File: src/hw/grip_pkg.sv
// constants, field layouts and state codes of the gripper register bank
// How it works
// - controller writes the output region; every defined byte is stored and used.
// - input region mirrors gripper state; controller only reads it.
// - both regions are sixteen bytes, indexed 0 to 15.
// - output bytes: 0 action, 3 target, 4 speed, 5 force, rest reserved.
// - input bytes: 0 status, 2 fault, 3 echo, 4 position, 5 current.
// - action byte: bit0 activate, bit3 go-to, bit4 auto release, bit5 direction.
// - activate must be one first; activation starts when it becomes one.
// - activate at zero puts gripper in reset and clears fault status.
// - both fingers move together, started only by the single go-to command.
// - after go-to starts, object detection reports whether something was picked.
// - emergency auto release with selectable opening or closing direction.
// - all commands and status travel over one serial link.
// - go-to one moves to target with speed and force; zero stops.
// - auto release overrides every command except activate.
// - direction zero closes, one opens; sampled when the release starts.
package grip_pkg;
	localparam int ADDR_W = 4;
	localparam logic [7:0] BYTE_ZERO = 8'h00;
	localparam logic [3:0] OUT_ACTION = 4'h0;
	localparam logic [3:0] OUT_TARGET = 4'h3;
	localparam logic [3:0] OUT_SPEED = 4'h4;
	localparam logic [3:0] OUT_FORCE = 4'h5;
	localparam logic [3:0] IN_STATUS = 4'h0;
	localparam logic [3:0] IN_FAULT = 4'h2;
	localparam logic [3:0] IN_ECHO = 4'h3;
	localparam logic [3:0] IN_POS = 4'h4;
	localparam logic [3:0] IN_CURRENT = 4'h5;
	localparam int ACT_BIT = 0;
	localparam int GTO_BIT = 3;
	localparam int ATR_BIT = 4;
	localparam int ARD_BIT = 5;
	localparam logic [1:0] STA_RESET = 2'h0;
	localparam logic [1:0] STA_ACTIVATING = 2'h1;
	localparam logic [1:0] STA_DONE = 2'h3;
	localparam logic [1:0] OBJ_MOVING = 2'h0;
	localparam logic [1:0] OBJ_OPENING = 2'h1;
	localparam logic [1:0] OBJ_CLOSING = 2'h2;
	localparam logic [1:0] OBJ_AT_TARGET = 2'h3;
	localparam logic [3:0] FLT_NONE = 4'h0;
	localparam logic [3:0] FLT_DELAYED = 4'h5;
	localparam logic [3:0] FLT_NOT_ACT = 4'h7;
	localparam logic [3:0] FLT_OVERTEMP = 4'h8;
	localparam logic [3:0] FLT_NO_COMM = 4'h9;
	localparam logic [3:0] FLT_UNDERVOLT = 4'hA;
	localparam logic [3:0] FLT_REL_BUSY = 4'hB;
	localparam logic [3:0] FLT_OVERCUR = 4'hE;
	localparam logic [3:0] FLT_REL_DONE = 4'hF;
	localparam logic [3:0] FLT_MAJOR_MIN = 4'hA;
	typedef enum logic [4:0] {
		ST_RESET = 5'h01,
		ST_ACTIVATING = 5'h02,
		ST_READY = 5'h04,
		ST_RELEASING = 5'h08,
		ST_RELEASED = 5'h10
	} grip_state_t;
endpackage

File: src/hw/input_region_mux.sv
// read multiplexer of the sixteen-byte input region
`timescale 1ns/1ps
`default_nettype none
module input_region_mux (
	input wire logic [grip_pkg::ADDR_W-1:0] addr,
	input wire logic [1:0] obj_status,
	input wire logic [1:0] run_status,
	input wire logic goto_echo,
	input wire logic act_echo,
	input wire logic [3:0] fault_code,
	input wire logic [7:0] target_echo,
	input wire logic [7:0] pos_now,
	input wire logic [7:0] current_now,
	output logic [7:0] byte_out
);
	import grip_pkg::*;
	always_comb begin
		byte_out = BYTE_ZERO; // reserved bytes and bits stay zero
		case (addr)
			IN_STATUS: begin
				byte_out = {obj_status, run_status, goto_echo, 2'b00, act_echo};
			end
			IN_FAULT: begin
				byte_out = {4'h0, fault_code};
			end
			IN_ECHO: begin
				byte_out = target_echo;
			end
			IN_POS: begin
				byte_out = pos_now;
			end
			IN_CURRENT: begin
				byte_out = current_now;
			end
			default: begin
				byte_out = BYTE_ZERO;
			end
		endcase
	end
endmodule // input_region_mux
`default_nettype wire

File: src/hw/obj_detector.sv
// object detection status tracking for go-to motions
`timescale 1ns/1ps
`default_nettype none
module obj_detector (
	input wire logic clk_sys,
	input wire logic rst,
	input wire logic goto_active,
	input wire logic [7:0] target,
	input wire logic [7:0] pos_now,
	input wire logic contact,
	input wire logic move_done,
	output logic [1:0] obj_status
);
	import grip_pkg::*;
	logic [1:0] obj_r, obj_nxt;
	logic go_d_r, go_d_nxt;
	logic closing_r, closing_nxt;
	logic [7:0] tgt_d_r, tgt_d_nxt;
	logic start;
	always_comb begin
		go_d_nxt = goto_active;
		tgt_d_nxt = target;
		obj_nxt = obj_r;
		closing_nxt = closing_r;
		start = goto_active && (!go_d_r || target != tgt_d_r);
		if (start) begin
			obj_nxt = OBJ_MOVING; // new motion, nothing detected yet
			closing_nxt = target > pos_now;
		end else if (goto_active && obj_r == OBJ_MOVING) begin
			if (contact) begin
				obj_nxt = closing_r ? OBJ_CLOSING : OBJ_OPENING;
			end else if (move_done) begin
				obj_nxt = OBJ_AT_TARGET;
			end
		end
	end
	always_ff @(posedge clk_sys) begin
		if (rst) begin
			obj_r <= OBJ_MOVING;
			go_d_r <= 1'b0;
			closing_r <= 1'b0;
			tgt_d_r <= BYTE_ZERO;
		end else begin
			obj_r <= obj_nxt;
			go_d_r <= go_d_nxt;
			closing_r <= closing_nxt;
			tgt_d_r <= tgt_d_nxt;
		end
	end
	assign obj_status = obj_r;
endmodule // obj_detector
`default_nettype wire

File: src/hw/gripper_command_status_registers.sv
// gripper output/input register regions with activation, go-to and release control
`timescale 1ns/1ps
`default_nettype none
module gripper_command_status_registers (
	input wire logic clk_sys,
	input wire logic rst,
	input wire logic wr_en,
	input wire logic [grip_pkg::ADDR_W-1:0] wr_addr,
	input wire logic [7:0] wr_data,
	input wire logic rd_en,
	input wire logic [grip_pkg::ADDR_W-1:0] rd_addr,
	output logic [7:0] rd_data,
	output logic rd_valid,
	input wire logic calib_done,
	input wire logic release_done,
	input wire logic move_done,
	input wire logic contact,
	input wire logic [7:0] pos_actual,
	input wire logic [7:0] current_actual,
	input wire logic overcurrent,
	input wire logic undervoltage,
	input wire logic overtemp,
	input wire logic comm_timeout,
	output logic calib_start,
	output logic motion_go,
	output logic [7:0] motion_target,
	output logic [7:0] motion_speed,
	output logic [7:0] motion_force,
	output logic release_active,
	output logic release_open
);
	import grip_pkg::*;

	// output region storage
	logic [7:0] action_r, action_nxt;
	logic [7:0] target_r, target_nxt;
	logic [7:0] speed_r, speed_nxt;
	logic [7:0] force_r, force_nxt;

	// control state
	grip_state_t state_r, state_nxt;
	logic [3:0] fault_r, fault_nxt;
	logic rel_open_r, rel_open_nxt;
	logic go_r, go_nxt;
	logic calib_r, calib_nxt;
	logic rel_act_r, rel_act_nxt;
	logic [3:0] live_fault;
	logic act, gto, atr, ard, major;

	// read port
	logic [7:0] rd_data_r, rd_data_nxt;
	logic rd_valid_r, rd_valid_nxt;
	logic [7:0] mux_byte;
	logic [1:0] obj_status;
	logic [1:0] run_status;

	assign act = action_r[ACT_BIT];
	assign gto = action_r[GTO_BIT];
	assign atr = action_r[ATR_BIT];
	assign ard = action_r[ARD_BIT];
	assign major = fault_r >= FLT_MAJOR_MIN;

	// register writes arriving from the serial link's frame decoder
	always_comb begin
		action_nxt = action_r;
		target_nxt = target_r;
		speed_nxt = speed_r;
		force_nxt = force_r;
		if (wr_en) begin
			case (wr_addr)
				OUT_ACTION: begin
					action_nxt = wr_data;
				end
				OUT_TARGET: begin
					target_nxt = wr_data;
				end
				OUT_SPEED: begin
					speed_nxt = wr_data;
				end
				OUT_FORCE: begin
					force_nxt = wr_data;
				end
				default: begin
					action_nxt = action_r; // reserved bytes are not stored
				end
			endcase
		end
	end

	always_ff @(posedge clk_sys) begin
		if (rst) begin
			action_r <= BYTE_ZERO;
			target_r <= BYTE_ZERO;
			speed_r <= BYTE_ZERO;
			force_r <= BYTE_ZERO;
		end else begin
			action_r <= action_nxt;
			target_r <= target_nxt;
			speed_r <= speed_nxt;
			force_r <= force_nxt;
		end
	end

	// faults that follow their cause while no major fault is latched
	always_comb begin
		live_fault = FLT_NONE;
		if (act && overcurrent) begin
			live_fault = FLT_OVERCUR;
		end else if (act && undervoltage) begin
			live_fault = FLT_UNDERVOLT;
		end else if (act && overtemp) begin
			live_fault = FLT_OVERTEMP;
		end else if (act && comm_timeout) begin
			live_fault = FLT_NO_COMM;
		end else if (gto && !act) begin
			live_fault = FLT_NOT_ACT;
		end else if (gto && state_r == ST_ACTIVATING) begin
			live_fault = FLT_DELAYED;
		end
	end

	// activation, go-to and auto release sequencing
	always_comb begin
		state_nxt = state_r;
		fault_nxt = fault_r;
		rel_open_nxt = rel_open_r;
		case (state_r)
			ST_RESET: begin
				if (act) begin
					state_nxt = ST_ACTIVATING;
				end
			end
			ST_ACTIVATING: begin
				if (atr) begin
					state_nxt = ST_RELEASING;
				end else if (calib_done) begin
					state_nxt = ST_READY;
				end
			end
			ST_READY: begin
				if (atr) begin
					state_nxt = ST_RELEASING;
				end
			end
			ST_RELEASING: begin
				if (release_done) begin
					state_nxt = ST_RELEASED;
				end
			end
			ST_RELEASED: begin
				state_nxt = ST_RELEASED;
			end
			default: begin
				state_nxt = ST_RESET;
			end
		endcase
		if (!act) begin
			state_nxt = ST_RESET; // activate low forces reset
		end
		if (state_nxt == ST_RELEASING && state_r != ST_RELEASING) begin
			rel_open_nxt = ard; // direction caught at release start
		end
		// clear first, any cause set afterwards wins
		if (!act || !major) begin
			fault_nxt = FLT_NONE;
		end
		if (state_nxt == ST_RELEASED) begin
			fault_nxt = FLT_REL_DONE;
		end else if (state_nxt == ST_RELEASING) begin
			fault_nxt = FLT_REL_BUSY;
		end else if (live_fault != FLT_NONE && !(major && act)) begin
			fault_nxt = live_fault;
		end
	end

	always_comb begin
		go_nxt = state_nxt == ST_READY && gto && !major; // both fingers, one command
		calib_nxt = state_nxt == ST_ACTIVATING;
		rel_act_nxt = state_nxt == ST_RELEASING;
	end

	always_ff @(posedge clk_sys) begin
		if (rst) begin
			state_r <= ST_RESET;
			fault_r <= FLT_NONE;
			rel_open_r <= 1'b0;
			go_r <= 1'b0;
			calib_r <= 1'b0;
			rel_act_r <= 1'b0;
		end else begin
			state_r <= state_nxt;
			fault_r <= fault_nxt;
			rel_open_r <= rel_open_nxt;
			go_r <= go_nxt;
			calib_r <= calib_nxt;
			rel_act_r <= rel_act_nxt;
		end
	end

	obj_detector u_obj (
		.clk_sys(clk_sys),
		.rst(rst),
		.goto_active(go_r),
		.target(target_r),
		.pos_now(pos_actual),
		.contact(contact),
		.move_done(move_done),
		.obj_status(obj_status)
	);

	always_comb begin
		case (state_r)
			ST_ACTIVATING: run_status = STA_ACTIVATING;
			ST_READY: run_status = STA_DONE;
			default: run_status = STA_RESET;
		endcase
	end

	input_region_mux u_mux (
		.addr(rd_addr),
		.obj_status(obj_status),
		.run_status(run_status),
		.goto_echo(gto),
		.act_echo(act),
		.fault_code(fault_r),
		.target_echo(target_r),
		.pos_now(pos_actual),
		.current_now(current_actual),
		.byte_out(mux_byte)
	);

	// reads of the input region, one cycle after the request
	always_comb begin
		rd_valid_nxt = rd_en;
		rd_data_nxt = rd_en ? mux_byte : rd_data_r;
	end

	always_ff @(posedge clk_sys) begin
		if (rst) begin
			rd_data_r <= BYTE_ZERO;
			rd_valid_r <= 1'b0;
		end else begin
			rd_data_r <= rd_data_nxt;
			rd_valid_r <= rd_valid_nxt;
		end
	end

	assign rd_data = rd_data_r;
	assign rd_valid = rd_valid_r;
	assign calib_start = calib_r;
	assign motion_go = go_r;
	assign motion_target = target_r;
	assign motion_speed = speed_r;
	assign motion_force = force_r;
	assign release_active = rel_act_r;
	assign release_open = rel_open_r;
endmodule // gripper_command_status_registers
`default_nettype wire

File: config.mk
export PLATFORM = sky130hd
export DESIGN_NAME = gripper_command_status_registers
export DESIGN_NICKNAME = d
export VERILOG_FILES = /design/src/hw/grip_pkg.sv /design/src/hw/input_region_mux.sv /design/src/hw/obj_detector.sv /design/src/hw/gripper_command_status_registers.sv
export SDC_FILE = /design/constraint.sdc
export NUM_CORES = 1
export LEC_CHECK = 0
export ABC_AREA = 1
export BUFFER_PORTS_ARGS = -buffer_cell sky130_fd_sc_hd__buf_4
export CAP_MARGIN = 30
export CORE_MARGIN = 8
export CORE_UTILIZATION = 56
export DETAILED_ROUTE_END_ITERATION = 7
export GPL_TIMING_DRIVEN = 0
export HOLD_SLACK_MARGIN = 0.12
export PLACE_DENSITY = 0.85
export SLEW_MARGIN = 20
export SYNTH_ARGS = -nofsm -noshare
export SYNTH_HDL_FRONTEND = slang
export SYNTH_SLANG_ARGS = --single-unit
File: constraint.sdc
create_clock -name clk_sys -period 2.56 [get_ports clk_sys]
set_input_delay 0.64 -clock clk_sys [delete_from_list [all_inputs] [get_ports clk_sys]]
set_output_delay 0.64 -clock clk_sys [all_outputs]
set_load 0.05 [all_outputs]
### Word level (Yosys, flattened, before mapping)

Index checks and enable logic that the tools add are counted.
Widths: inputs -> output; s select.

| cells by class | value |
|---|---|
| multiplexer cells | 21 |
| $lt $le $gt $ge | 2 |
| eq/ne operators | 18 |
| reductions and logical operators | 31 |

Operator list:

| kind | number |
|---|---|
| $pmux 8 s5 | 1 |
| $mux 4 | 8 |
| $mux 5 | 5 |
| $pmux 5 s5 | 1 |
| $eq 4x3->1 const B | 4 |
| $logic_and 1x1->1 | 13 |
| $eq 4x2->1 const B | 3 |
| $eq 5x2->1 const B | 2 |
| $eq 5x3->1 const B | 2 |
| $eq 5x4->1 const B | 2 |
| $eq 5x5->1 const B | 2 |
| $reduce_and 2->1 | 5 |
| $gt 8x8->1 | 1 |
| $logic_not 4->1 | 2 |
| $ne 8x8->1 | 1 |
| $reduce_bool 4->1 | 2 |
| $mux 2 | 3 |
| $mux 3 | 2 |
| $eq 5x1->1 const B | 1 |
| $ne 5x4->1 const B | 1 |
| $ge 4x4->1 const B | 1 |
| $logic_not 1->1 | 4 |
| $pmux 2 s2 | 1 |
| $logic_not 2->1 | 1 |
| 3 further kinds | 4 |

| storage, ports and cells | value |
|---|---|
| word-level logic and storage cells | 88 |
| output and inout port bits | 37 |
| register bits | 64 |
| bits of input ports | 44 |

### Depth between registers and ports, before layout

Gate-level depths: netlist (run 1).

| depth | value |
|---|---|
| depth after elaboration | 13 |
| gate-level depth with buffers | 10 |
| gate-level depth less buffers | 10 |

### By module

From an unflattened synthesis (run 1), not the netlist that was laid out.

| unflattened totals | value |
|---|---|
| cells, all modules | 441 |
| area, all modules | 3180.6 µm² |

Modules (own cells, without submodules):

| module | cells each | sequential area each (µm²) | instances | area each (µm²) |
|---|---|---|---|---|
| gripper_command_status_registers | 264 | 1001.0 | 1 | 2004.4 |
| obj_detector | 110 | 240.2 | 1 | 749.5 |
| input_region_mux | 67 | 0.0 | 1 | 426.7 |

### Worst setup path after synthesis (run 1)

OpenSTA, ideal clock, no wires.

| timing path | value |
|---|---|
| path kind | register to register |
| from | register target_r[1] (netlist: motion_target[1]) |
| to | register u_obj.closing_r |
| data required time | 2.446 ns |
| stages on the path, launching flop included | 10 |
| arrival | 1.474 ns |
| clock period less this slack | 1.588 ns |
| path slack | 0.972 ns |
| cells stage by stage | dfxtp_1 > ha_1 > inv_1 > nor2_1 > o21ai_0 > nand2_1 > nand2_1 > o211ai_1 > nand4_1 > nand2_1 |

| between the ends | value |
|---|---|
| longest elaborated chain between the ends | 3 |
| elaborated cells between the ends (all ways) | 4 |
| those cells by class | 1 x order compare; 1 x eq/ne; 2 x reduce/logical |

RTL lines:

| item | line | text |
|---|---|---|
| start: declaration | gripper_command_status_registers.sv:36 | `logic [7:0] target_r, target_nxt;` |
| start signal: assignment | gripper_command_status_registers.sv:98 | `target_r <= target_nxt;` |
| branches (longest 3 deep; another with $gt 8x8->1) | n/a |  |
| end signal: assignment | obj_detector.sv:46 | `closing_r <= closing_nxt;` |
| end: declaration | obj_detector.sv:17 | `logic closing_r, closing_nxt;` |

Parallel ways; which one is timed is not known.
A chain may end at the register's enable or synchronous reset.

### Worst setup path after layout (run 1)

| timing path | value |
|---|---|
| from | register target_r[2] (netlist: motion_target[2]) |
| to | output motion_target[2] |

RTL lines:

| item | line | text |
|---|---|---|
| end: declaration | gripper_command_status_registers.sv:26 | `output logic [7:0] motion_target,` |

No word-level cell between the ends.

==> results of run 1 <==
==> registers in the layout, indices dropped and copies added, names as in the netlist, 2 cells and up <==
signal	cells
motion_speed	8
motion_force	8
action_r	4
state_r	5
u_obj.obj_status	2
fault_r	4
u_obj.tgt_d_r	8
motion_target	8
rd_data	8
==> final cells by class <==
class,count,area [um2],area share
buffer,9,38.79,0.01002
clock buffer,10,137.6,0.03555
clock inverter,6,92.59,0.02392
inverter,53,198.9,0.05139
multi-input combinational,286,1474,0.3807
sequential,62,1241,0.3206
tap,70,87.58,0.02262
timing repair buffer,80,600.6,0.1551
==> metal layers <==
metal  wire length [um]  up-vias
met2               3560      133
met4                125        0
met5                  0        -
li1                   -     1517
met1               3618     1322
met3                817       14
==> power groups by stage <==
stage | registers [mW] | logic (mW) | clock network, mW
after floorplan | 1.06 | 0.0863 | 0
after global placement | 1.02 | 0.234 | 0
after detailed placement | 1.02 | 0.237 | 0
after CTS | 0.994 | 0.239 | 0.996
after global routing | 0.995 | 0.262 | 1.04
final | 0.994 | 0.239 | 0.990
==> cells in the mapped netlist (4+ instances only) <==
master	number
nor3_1	4
inv_1	52
clkbuf_1	5
ha_1	8
o21ai_0	38
dfxtp_1	62
nand4_1	11
o2111ai_1	4
nand3_1	15
nor2_1	64
a21oi_1	28
nand2_1	79
nand3_2	5
nor2_2	6
==> worst paths after layout <==
kind,cells past startpoint,startpoint,to,slack (ps)
setup / recovery,1,motion_target[2],motion_target[2],870
hold / removal,2,action_r[5],action_r[5],450
setup reg to reg,8,state_r[3],fault_r[2],1180
hold reg to reg,2,action_r[5],action_r[5],450
==> cell families after synthesis <==
kind of cell    count (synthesis)
compound gates                 81
xor+xnor                        2
fa+ha+maj                       8
buf+inv                        62
flops                          62
simple gates                  195
==> tightest hold or removal path, stage by stage (launching register included) <==
cell and delay, ps:
dfxtp_1 310, inv_1 50, a21oi_1 50
==> metrics by stage <==
step | setup WS [ps] | hold slack [ps] | instance area [um2]
6_report | 866.3 | 447.2 | 3871
5_1_grt | 832.3 | 474.1 | 3871
4_1_cts | 853.1 | 445.9 | 3871
3_5_place_dp | 665.2 | 435.2 | 3641
3_3_place_gp | 672.9 | 432.3 | 3641
2_1_floorplan | 972.3 | 420.0 | 2953
==> impl_metrics.env, run 1 <==
export IMPL_grt_overflow=0
export IMPL_final_common_cell="buf_4"
export IMPL_dp_hpwl_mm=6.347
export IMPL_antenna_found_initial=0
export IMPL_synthXorXnorAreaFrac=0.005932
export IMPL_gp_congestion=0.9574
export IMPL_critPathCaptureType="output port"
export IMPL_synthSimpleGateAreaFrac=0.3059
export IMPL_use_met2=0.3551
export IMPL_critPathSlowestCell="dfxtp_1"
export IMPL_yosysTopAreaCell="dfxtp_1"
export IMPL_cts_setup_buffers=0
export IMPL_synth_top_family_by_area="simple AND/OR/NAND/NOR gates"
export IMPL_yosys_warnings=0
export IMPL_first_pass_iters=4
export IMPL_clkPwrFrac=0.445
export IMPL_power_density_nw_per_um2=574.0
export IMPL_die_y_um=88.62
export IMPL_clock_latency_ps=330
export IMPL_dp_cells=560
export IMPL_p_total_mw=2.222
export IMPL_cp_top_family="flip-flops"
export IMPL_netlist_area_leader_share=0.4203
export IMPL_synthCells=410
export IMPL_synth_area_top_cells="dfxtp_1, nand2_1, nor2_1"
export IMPL_met3_usage=0.07242
export IMPL_crit_path_start_kind="register"
export IMPL_grt_busiest_layer="met2"
export IMPL_clk_pin_slew_worst_paths_ps=80
export IMPL_drt_initial_drc_count=131
export IMPL_die_w_um=88.62
export IMPL_fill_cells=405
export IMPL_pin_count=81
export IMPL_p_leak_nw=1.788
export IMPL_outcome="finished clean"
export IMPL_seq_power_share=0.447
export IMPL_cts_num_sinks=62
export IMPL_final_cell_mix="buf_4, nand2_1, nor2_1"
export IMPL_post_route_min_period_ps=1694
export IMPL_critical_path_class="register to output port"
export IMPL_final_util=0.7580
export IMPL_syn_num_nets=462
export IMPL_synthMuxAreaShare=0
export IMPL_fmax_mhz=590.4
export IMPL_critPathMaxFanout=5
export IMPL_fin_crit_sh=0.6616
export IMPL_synth_compound_area_frac=0.1534
export IMPL_cts_root_buf="clkbuf_8"
export IMPL_wl_per_cell_um=14.10
export IMPL_cts_buffer_depth=2
export IMPL_synth_ff_type="dfxtp_1"
export IMPL_tritoncts="built"
export IMPL_synth_edf_count=0
export IMPL_core_rowCount=26
export IMPL_tightest_slew_ps=618.8
export IMPL_track_usage=0.2189
export IMPL_drv_slew=0
export IMPL_core_area_um2=5107
export IMPL_drc_errors=0
export IMPL_cts_buffers=9
export IMPL_crit_path_cell_trace="buf_4"
export IMPL_hold_viol=0
export IMPL_relSlewSlack=0.5874
export IMPL_synth_cell_types=34
export IMPL_syn_to_final_growth_pct=31.10
export IMPL_final_setup_viol_count=0
export IMPL_ys_seq_area_frac=0.4203
export IMPL_async_flop_share=0
export IMPL_die_area_um2=7853
export IMPL_skew_ps=10.34
export IMPL_drtAntennaViolNets=0
export IMPL_layoutNonFillerInstCount=576
export IMPL_syn_cell_area_um2=2953
export IMPL_use_met1=0.2608
export IMPL_io_buffer_count=80
export IMPL_rsz0062_at_grt="false"
export IMPL_p_int_mw=1.656
export IMPL_grt_pass1_wl_mm=13.32
export IMPL_ys_ff_latch=62
export IMPL_cts_resized=0
export IMPL_ctsHoldBuffers=0
export IMPL_htree_levels=3
export IMPL_hold_class="register to register"
export IMPL_num_antenna_cells=0
export IMPL_arrival_ps=1050
export IMPL_initial_core_util=0.5781
export IMPL_pwr_share_comb=0.107
export IMPL_nets=553
export IMPL_vias=2986
export IMPL_wirelength_mm=8.121
export IMPL_synth_fa_ha_area_frac=0.03390
export IMPL_maxCapViolations=0
export IMPL_drive_gt1_frac=0.2431
export IMPL_avgSynthCellArea_um2=7.202
export IMPL_grt_start_max_net_pins=13
export IMPL_crit_required_ps=1920
export IMPL_grt_pass1_vias=2941
export IMPL_viasPerCell=5.184
export IMPL_setup_tns_ps=0
export IMPL_switchingPower_mw=0.5664
export IMPL_switching_share=0.2549
export IMPL_ir_drop_uv=701.9
export IMPL_timing_critical_path_buf_inv=1
export IMPL_slowest_delay_ps=460
Note: power is estimated with default switching activity, not from simulation.
==> run 2: changes to the inputs <==
CORE_UTILIZATION = 47   (was 56)
PLACE_DENSITY = 0.76   (was 0.85)
clock period = 1.4 ns   (was 2.56 ns; I/O delays follow)
==> impl_metrics.env, run 2 (synthesis results as in run 1) <==
export IMPL_outcome="finished clean"
export IMPL_hold_viol=0
export IMPL_final_setup_viol_count=0
export IMPL_gp_congestion=0.9186
export IMPL_final_common_cell="buf_4"
export IMPL_dp_cells=567
export IMPL_grt_overflow=0
export IMPL_critPathCaptureType="output port"
export IMPL_fmax_mhz=769.3
export IMPL_critPathSlowestCell="dfxtp_2"
export IMPL_cts_buffer_depth=2
export IMPL_clkPwrFrac=0.418
export IMPL_r2r_cells=6
export IMPL_grt_pass1_vias=2964
export IMPL_p_int_mw=2.842
export IMPL_cp_top_family="flip-flops"
export IMPL_critical_path_class="register to output port"
export IMPL_grt_pass1_wl_mm=13.35
export IMPL_r2r_setup_slack_ps=110
export IMPL_track_usage=0.1859
export IMPL_core_rowCount=29
export IMPL_maxCapViolations=0
export IMPL_pwr_share_comb=0.114
export IMPL_drv_slew=0
export IMPL_layout_setup_ws_ps=100.2
export IMPL_pre_cts_ws_ps=-189.3
export IMPL_cts_buffers=9
export IMPL_io_buffer_count=80
export IMPL_skew_ps=7.626
export IMPL_cts_num_sinks=62
export IMPL_cts_setup_buffers=0
export IMPL_tritoncts="built"
export IMPL_r2r_end="calib_start"
export IMPL_final_cell_mix="buf_4, nand2_1, nor2_1"
export IMPL_vias=3009
export IMPL_die_y_um=95.26
export IMPL_crit_path_start_kind="register"
export IMPL_viasPerCell=5.161
export IMPL_wl_per_cell_um=14.13
export IMPL_syn_to_final_growth_pct=32.33
export IMPL_timing_critical_path_buf_inv=1
export IMPL_grt_start_max_net_pins=13
export IMPL_post_route_min_period_ps=1300
export IMPL_seq_power_share=0.468
export IMPL_dp_hpwl_mm=6.358
export IMPL_nets=553
export IMPL_arrival_ps=950
export IMPL_p_leak_nw=1.784
export IMPL_min_from="rst"
export IMPL_tightest_slew_ps=590.7
export IMPL_pin_count=81
export IMPL_drc_errors=0
export IMPL_crit_path_cell_trace="buf_4"
export IMPL_r2r_start="state_r[3]"
export IMPL_crit_required_ps=1050
export IMPL_drive_gt1_frac=0.2787
export IMPL_drtAntennaViolNets=0
export IMPL_rsz0062_at_grt="false"
export IMPL_die_area_um2=9074
export IMPL_num_antenna_cells=0
export IMPL_first_pass_iters=4
export IMPL_ir_drop_uv=868.7
export IMPL_ctsHoldBuffers=0
export IMPL_clock_latency_ps=340
export IMPL_cts_root_buf="clkbuf_8"
export IMPL_whs_path_depth=2
export IMPL_critPathMaxFanout=5
export IMPL_wirelength_mm=8.237
export IMPL_hold_class="input pin to register"
export IMPL_min_to="rd_data[1]"
export IMPL_core_area_um2=6205
export IMPL_fin_crit_sh=0.9285
export IMPL_htree_levels=3
export IMPL_cts_resized=0
export IMPL_initial_core_util=0.4759
export IMPL_die_w_um=95.26
export IMPL_layoutNonFillerInstCount=583
export IMPL_switching_share=0.2669
export IMPL_relSlewSlack=0.6062
export IMPL_clk_pin_slew_worst_paths_ps=70
export IMPL_power_density_nw_per_um2=992.2
export IMPL_switchingPower_mw=1.035
export IMPL_antenna_found_initial=0
export IMPL_drt_initial_drc_count=226
export IMPL_slowest_delay_ps=390
## run 2: cell count changes in the layout (fill, tap and decap cells not counted), moves of 2 or more
cell,previous run,this run
dfxtp_1,62,49
dfxtp_2,0,10
nor3_1,4,2
dfxtp_4,0,3
nor3_2,0,2
o21ai_0,38,36
## run 2: worst max path at each step
stage / slack, ps / cells past startpoint / end / start
after floorplan: -70 / 7 / u_obj.closing_r / motion_target[6]
after global placement: -150 / 6 / motion_speed[2] / rst
after detailed placement: -190 / 6 / motion_speed[3] / rst
after CTS: 1 / 1 / motion_target[6] / motion_target[6]
after global routing: 3 / 7 / fault_r[0] / state_r[0]
final: 100 / 1 / motion_target[6] / motion_target[6]
## run 2: through the flow
step	cell area (um2)	TNS, ps	util	hold WS [ps]	power [mW]
finish	3908	0	0.6298	209.1	3.877
floorplan	2962	-74.88	-	419.1	2.093
CTS	3866	0	0.6231	185.6	3.896
detailed placement	3659	-2577	0.5896	435.8	2.295
global placement	3659	-1651	0.5896	429.8	2.286
global route	3908	0	0.6298	188.2	4.024
## run 2: layout make-up
cell class / count / area [um2]
Fill cell: 543 / 2297
Multi-Input combinational cell: 286 / 1500
Sequential cell: 62 / 1265
Timing Repair Buffer: 80 / 600.6
Inverter: 53 / 198.9
Clock buffer: 10 / 137.6
Tap cell: 77 / 96.34
Clock inverter: 6 / 70.07
Buffer: 9 / 38.79
## run 2: power by group through the flow
stage               Sequential [mW]  Clock [mW]  Combinational [mW]
finish                         1.81        1.62               0.444
global route                   1.82        1.72               0.486
CTS                            1.82        1.64               0.440
detailed placement             1.86           0               0.437
global placement               1.86           0               0.429
floorplan                      1.94           0               0.158
## run 2: layer usage
layer,global-route usage,share of wire,vias up
met1,0.2110,0.42,1350
met4,0.06372,0.017,0
met5,0,0,-
met2,0.2975,0.45,119
met3,0.09134,0.12,15
li1,-,-,1525
==> run 3: changes to the inputs <==
SETUP_SLACK_MARGIN = 0.3   (was not set)
==> impl_metrics.env, run 3 (synthesis results as in run 1) <==
export IMPL_drc_errors=0
export IMPL_outcome="finished clean"
export IMPL_track_usage=0.2012
export IMPL_design_area_um2=4607
export IMPL_vias=3158
export IMPL_die_y_um=95.26
export IMPL_final_cell_mix="nand2_1, nor2_1, buf_4"
export IMPL_crit_path_start_kind="register"
export IMPL_grt_busiest_layer="met2"
export IMPL_power_density_nw_per_um2=856.1
export IMPL_syn_to_final_growth_pct=56.02
export IMPL_post_route_min_period_ps=1315
export IMPL_drt_initial_drc_count=141
export IMPL_worst_path_stages=2
export IMPL_fmax_mhz=760.4
export IMPL_r2r_setup_slack_ps=80
export IMPL_final_common_cell="nand2_1"
export IMPL_tritoncts="built"
export IMPL_p_total_mw=3.944
export IMPL_crit_required_ps=1050
export IMPL_setup_tns_ps=0
export IMPL_antenna_found_initial=0
export IMPL_ir_drop_uv=782.0
export IMPL_wirelength_mm=9.426
export IMPL_maxCapViolations=0
export IMPL_met3_usage=0.06063
export IMPL_arrival_ps=970
export IMPL_critPathMaxFanout=4
export IMPL_drv_slew=0
export IMPL_cts_root_buf="clkbuf_8"
export IMPL_htree_levels=3
export IMPL_io_buffer_count=80
export IMPL_timing_critical_path_buf_inv=2
export IMPL_clock_latency_ps=340
export IMPL_layout_setup_ws_ps=84.98
export IMPL_cts_num_sinks=62
export IMPL_critPathSlowestCell="dfxtp_4"
export IMPL_die_w_um=95.26
export IMPL_fin_crit_sh=0.9393
export IMPL_cts_buffers=9
export IMPL_drtAntennaViolNets=0
export IMPL_grt_pass1_wl_mm=14.46
export IMPL_place_area_um2=3770
export IMPL_crit_path_cell_trace="buf_6 -> buf_8"
export IMPL_whs_path_depth=2
export IMPL_cts_buffer_depth=2
export IMPL_tightest_slew_ps=725.7
export IMPL_num_antenna_cells=0
export IMPL_die_area_um2=9074
export IMPL_pin_count=81
export IMPL_relSlewSlack=0.5162
export IMPL_slowest_delay_ps=370
export IMPL_fill_cells=455
export IMPL_viasPerCell=5.263
export IMPL_grt_start_max_net_pins=12
export IMPL_initial_core_util=0.4759
export IMPL_pre_cts_ws_ps=-189.3
export IMPL_skew_ps=9.173
export IMPL_critical_path_class="register to output port"
export IMPL_hold_viol=0
export IMPL_drive_gt1_frac=0.4532
export IMPL_use_met1=0.2336
export IMPL_gp_congestion=0.8767
export IMPL_grt_overflow=0
export IMPL_nets=570
export IMPL_dp_hpwl_mm=6.636
export IMPL_clk_pin_slew_worst_paths_ps=70
export IMPL_critPathCaptureType="output port"
export IMPL_core_area_um2=6205
export IMPL_hold_class="input pin to register"
export IMPL_grt_pass1_vias=3126
export IMPL_use_met2=0.3354
export IMPL_first_pass_iters=4
export IMPL_p_leak_nw=1.992
export IMPL_cp_top_family="flip-flops"
export IMPL_rsz0062_at_grt="true"
export IMPL_core_rowCount=29
export IMPL_r2r_cells=6
export IMPL_final_setup_viol_count=0
export IMPL_wl_per_cell_um=15.71
export IMPL_ctsHoldBuffers=0
export IMPL_final_util=0.7425
[run 3: cell count changes in the layout (fill, tap and decap cells not counted), sizes merged]
cell      delta
clkbuf       +2
nand2        +1
buf         +15
clkinvlp     -2
clkinv       +1
[run 3: routing by layer]
layer,wire (um),share of wire
met1,3853,0.41
met2,4554,0.48
met3,834,0.088
met4,184,0.020
met5,0,0
[run 3: path summary, 6_finish.rpt]
kind	start	to
worst max-delay path	motion_target[1]	motion_target[1]
worst min-delay path	rst	rd_data[1]
worst max register to register	state_r[1]	rd_data[5]
worst min register to register	release_open	release_open
[run 3: layout make-up]
type / instances / area, um2 / share of cell area
Timing Repair Buffer: 96 / 1006 / 0.2184
Inverter: 53 / 211.5 / 0.04590
Sequential cell: 62 / 1324 / 0.2873
Multi-Input combinational cell: 287 / 1717 / 0.3726
Buffer: 9 / 53.80 / 0.01168
Clock buffer: 11 / 141.4 / 0.03069
Clock inverter: 5 / 57.56 / 0.01249
Tap cell: 77 / 96.34 / 0.02091
[run 3: through the flow]
step	cells	hold WS, ps
after floorplan	410	419.1
after global placement	567	429.0
after detailed placement	567	435.0
after CTS	588	185.4
after global routing	600	207.2
final	600	205.1
[run 3: timing repair]
item,in CTS,in global routing
resized for setup,109,57
setup endpoints to repair,58,78
gates cloned,0,1
setup buffers,5,11
endpoints found under the hold margin,0,0
pin swaps,9,32
[run 3: power breakdown]
part | switching, mW | leakage, nW | internal (mW)
logic | 0.300 | 1.37 | 0.230
registers | 0.0344 | 0.524 | 1.78
clock network | 0.727 | 0.0999 | 0.872
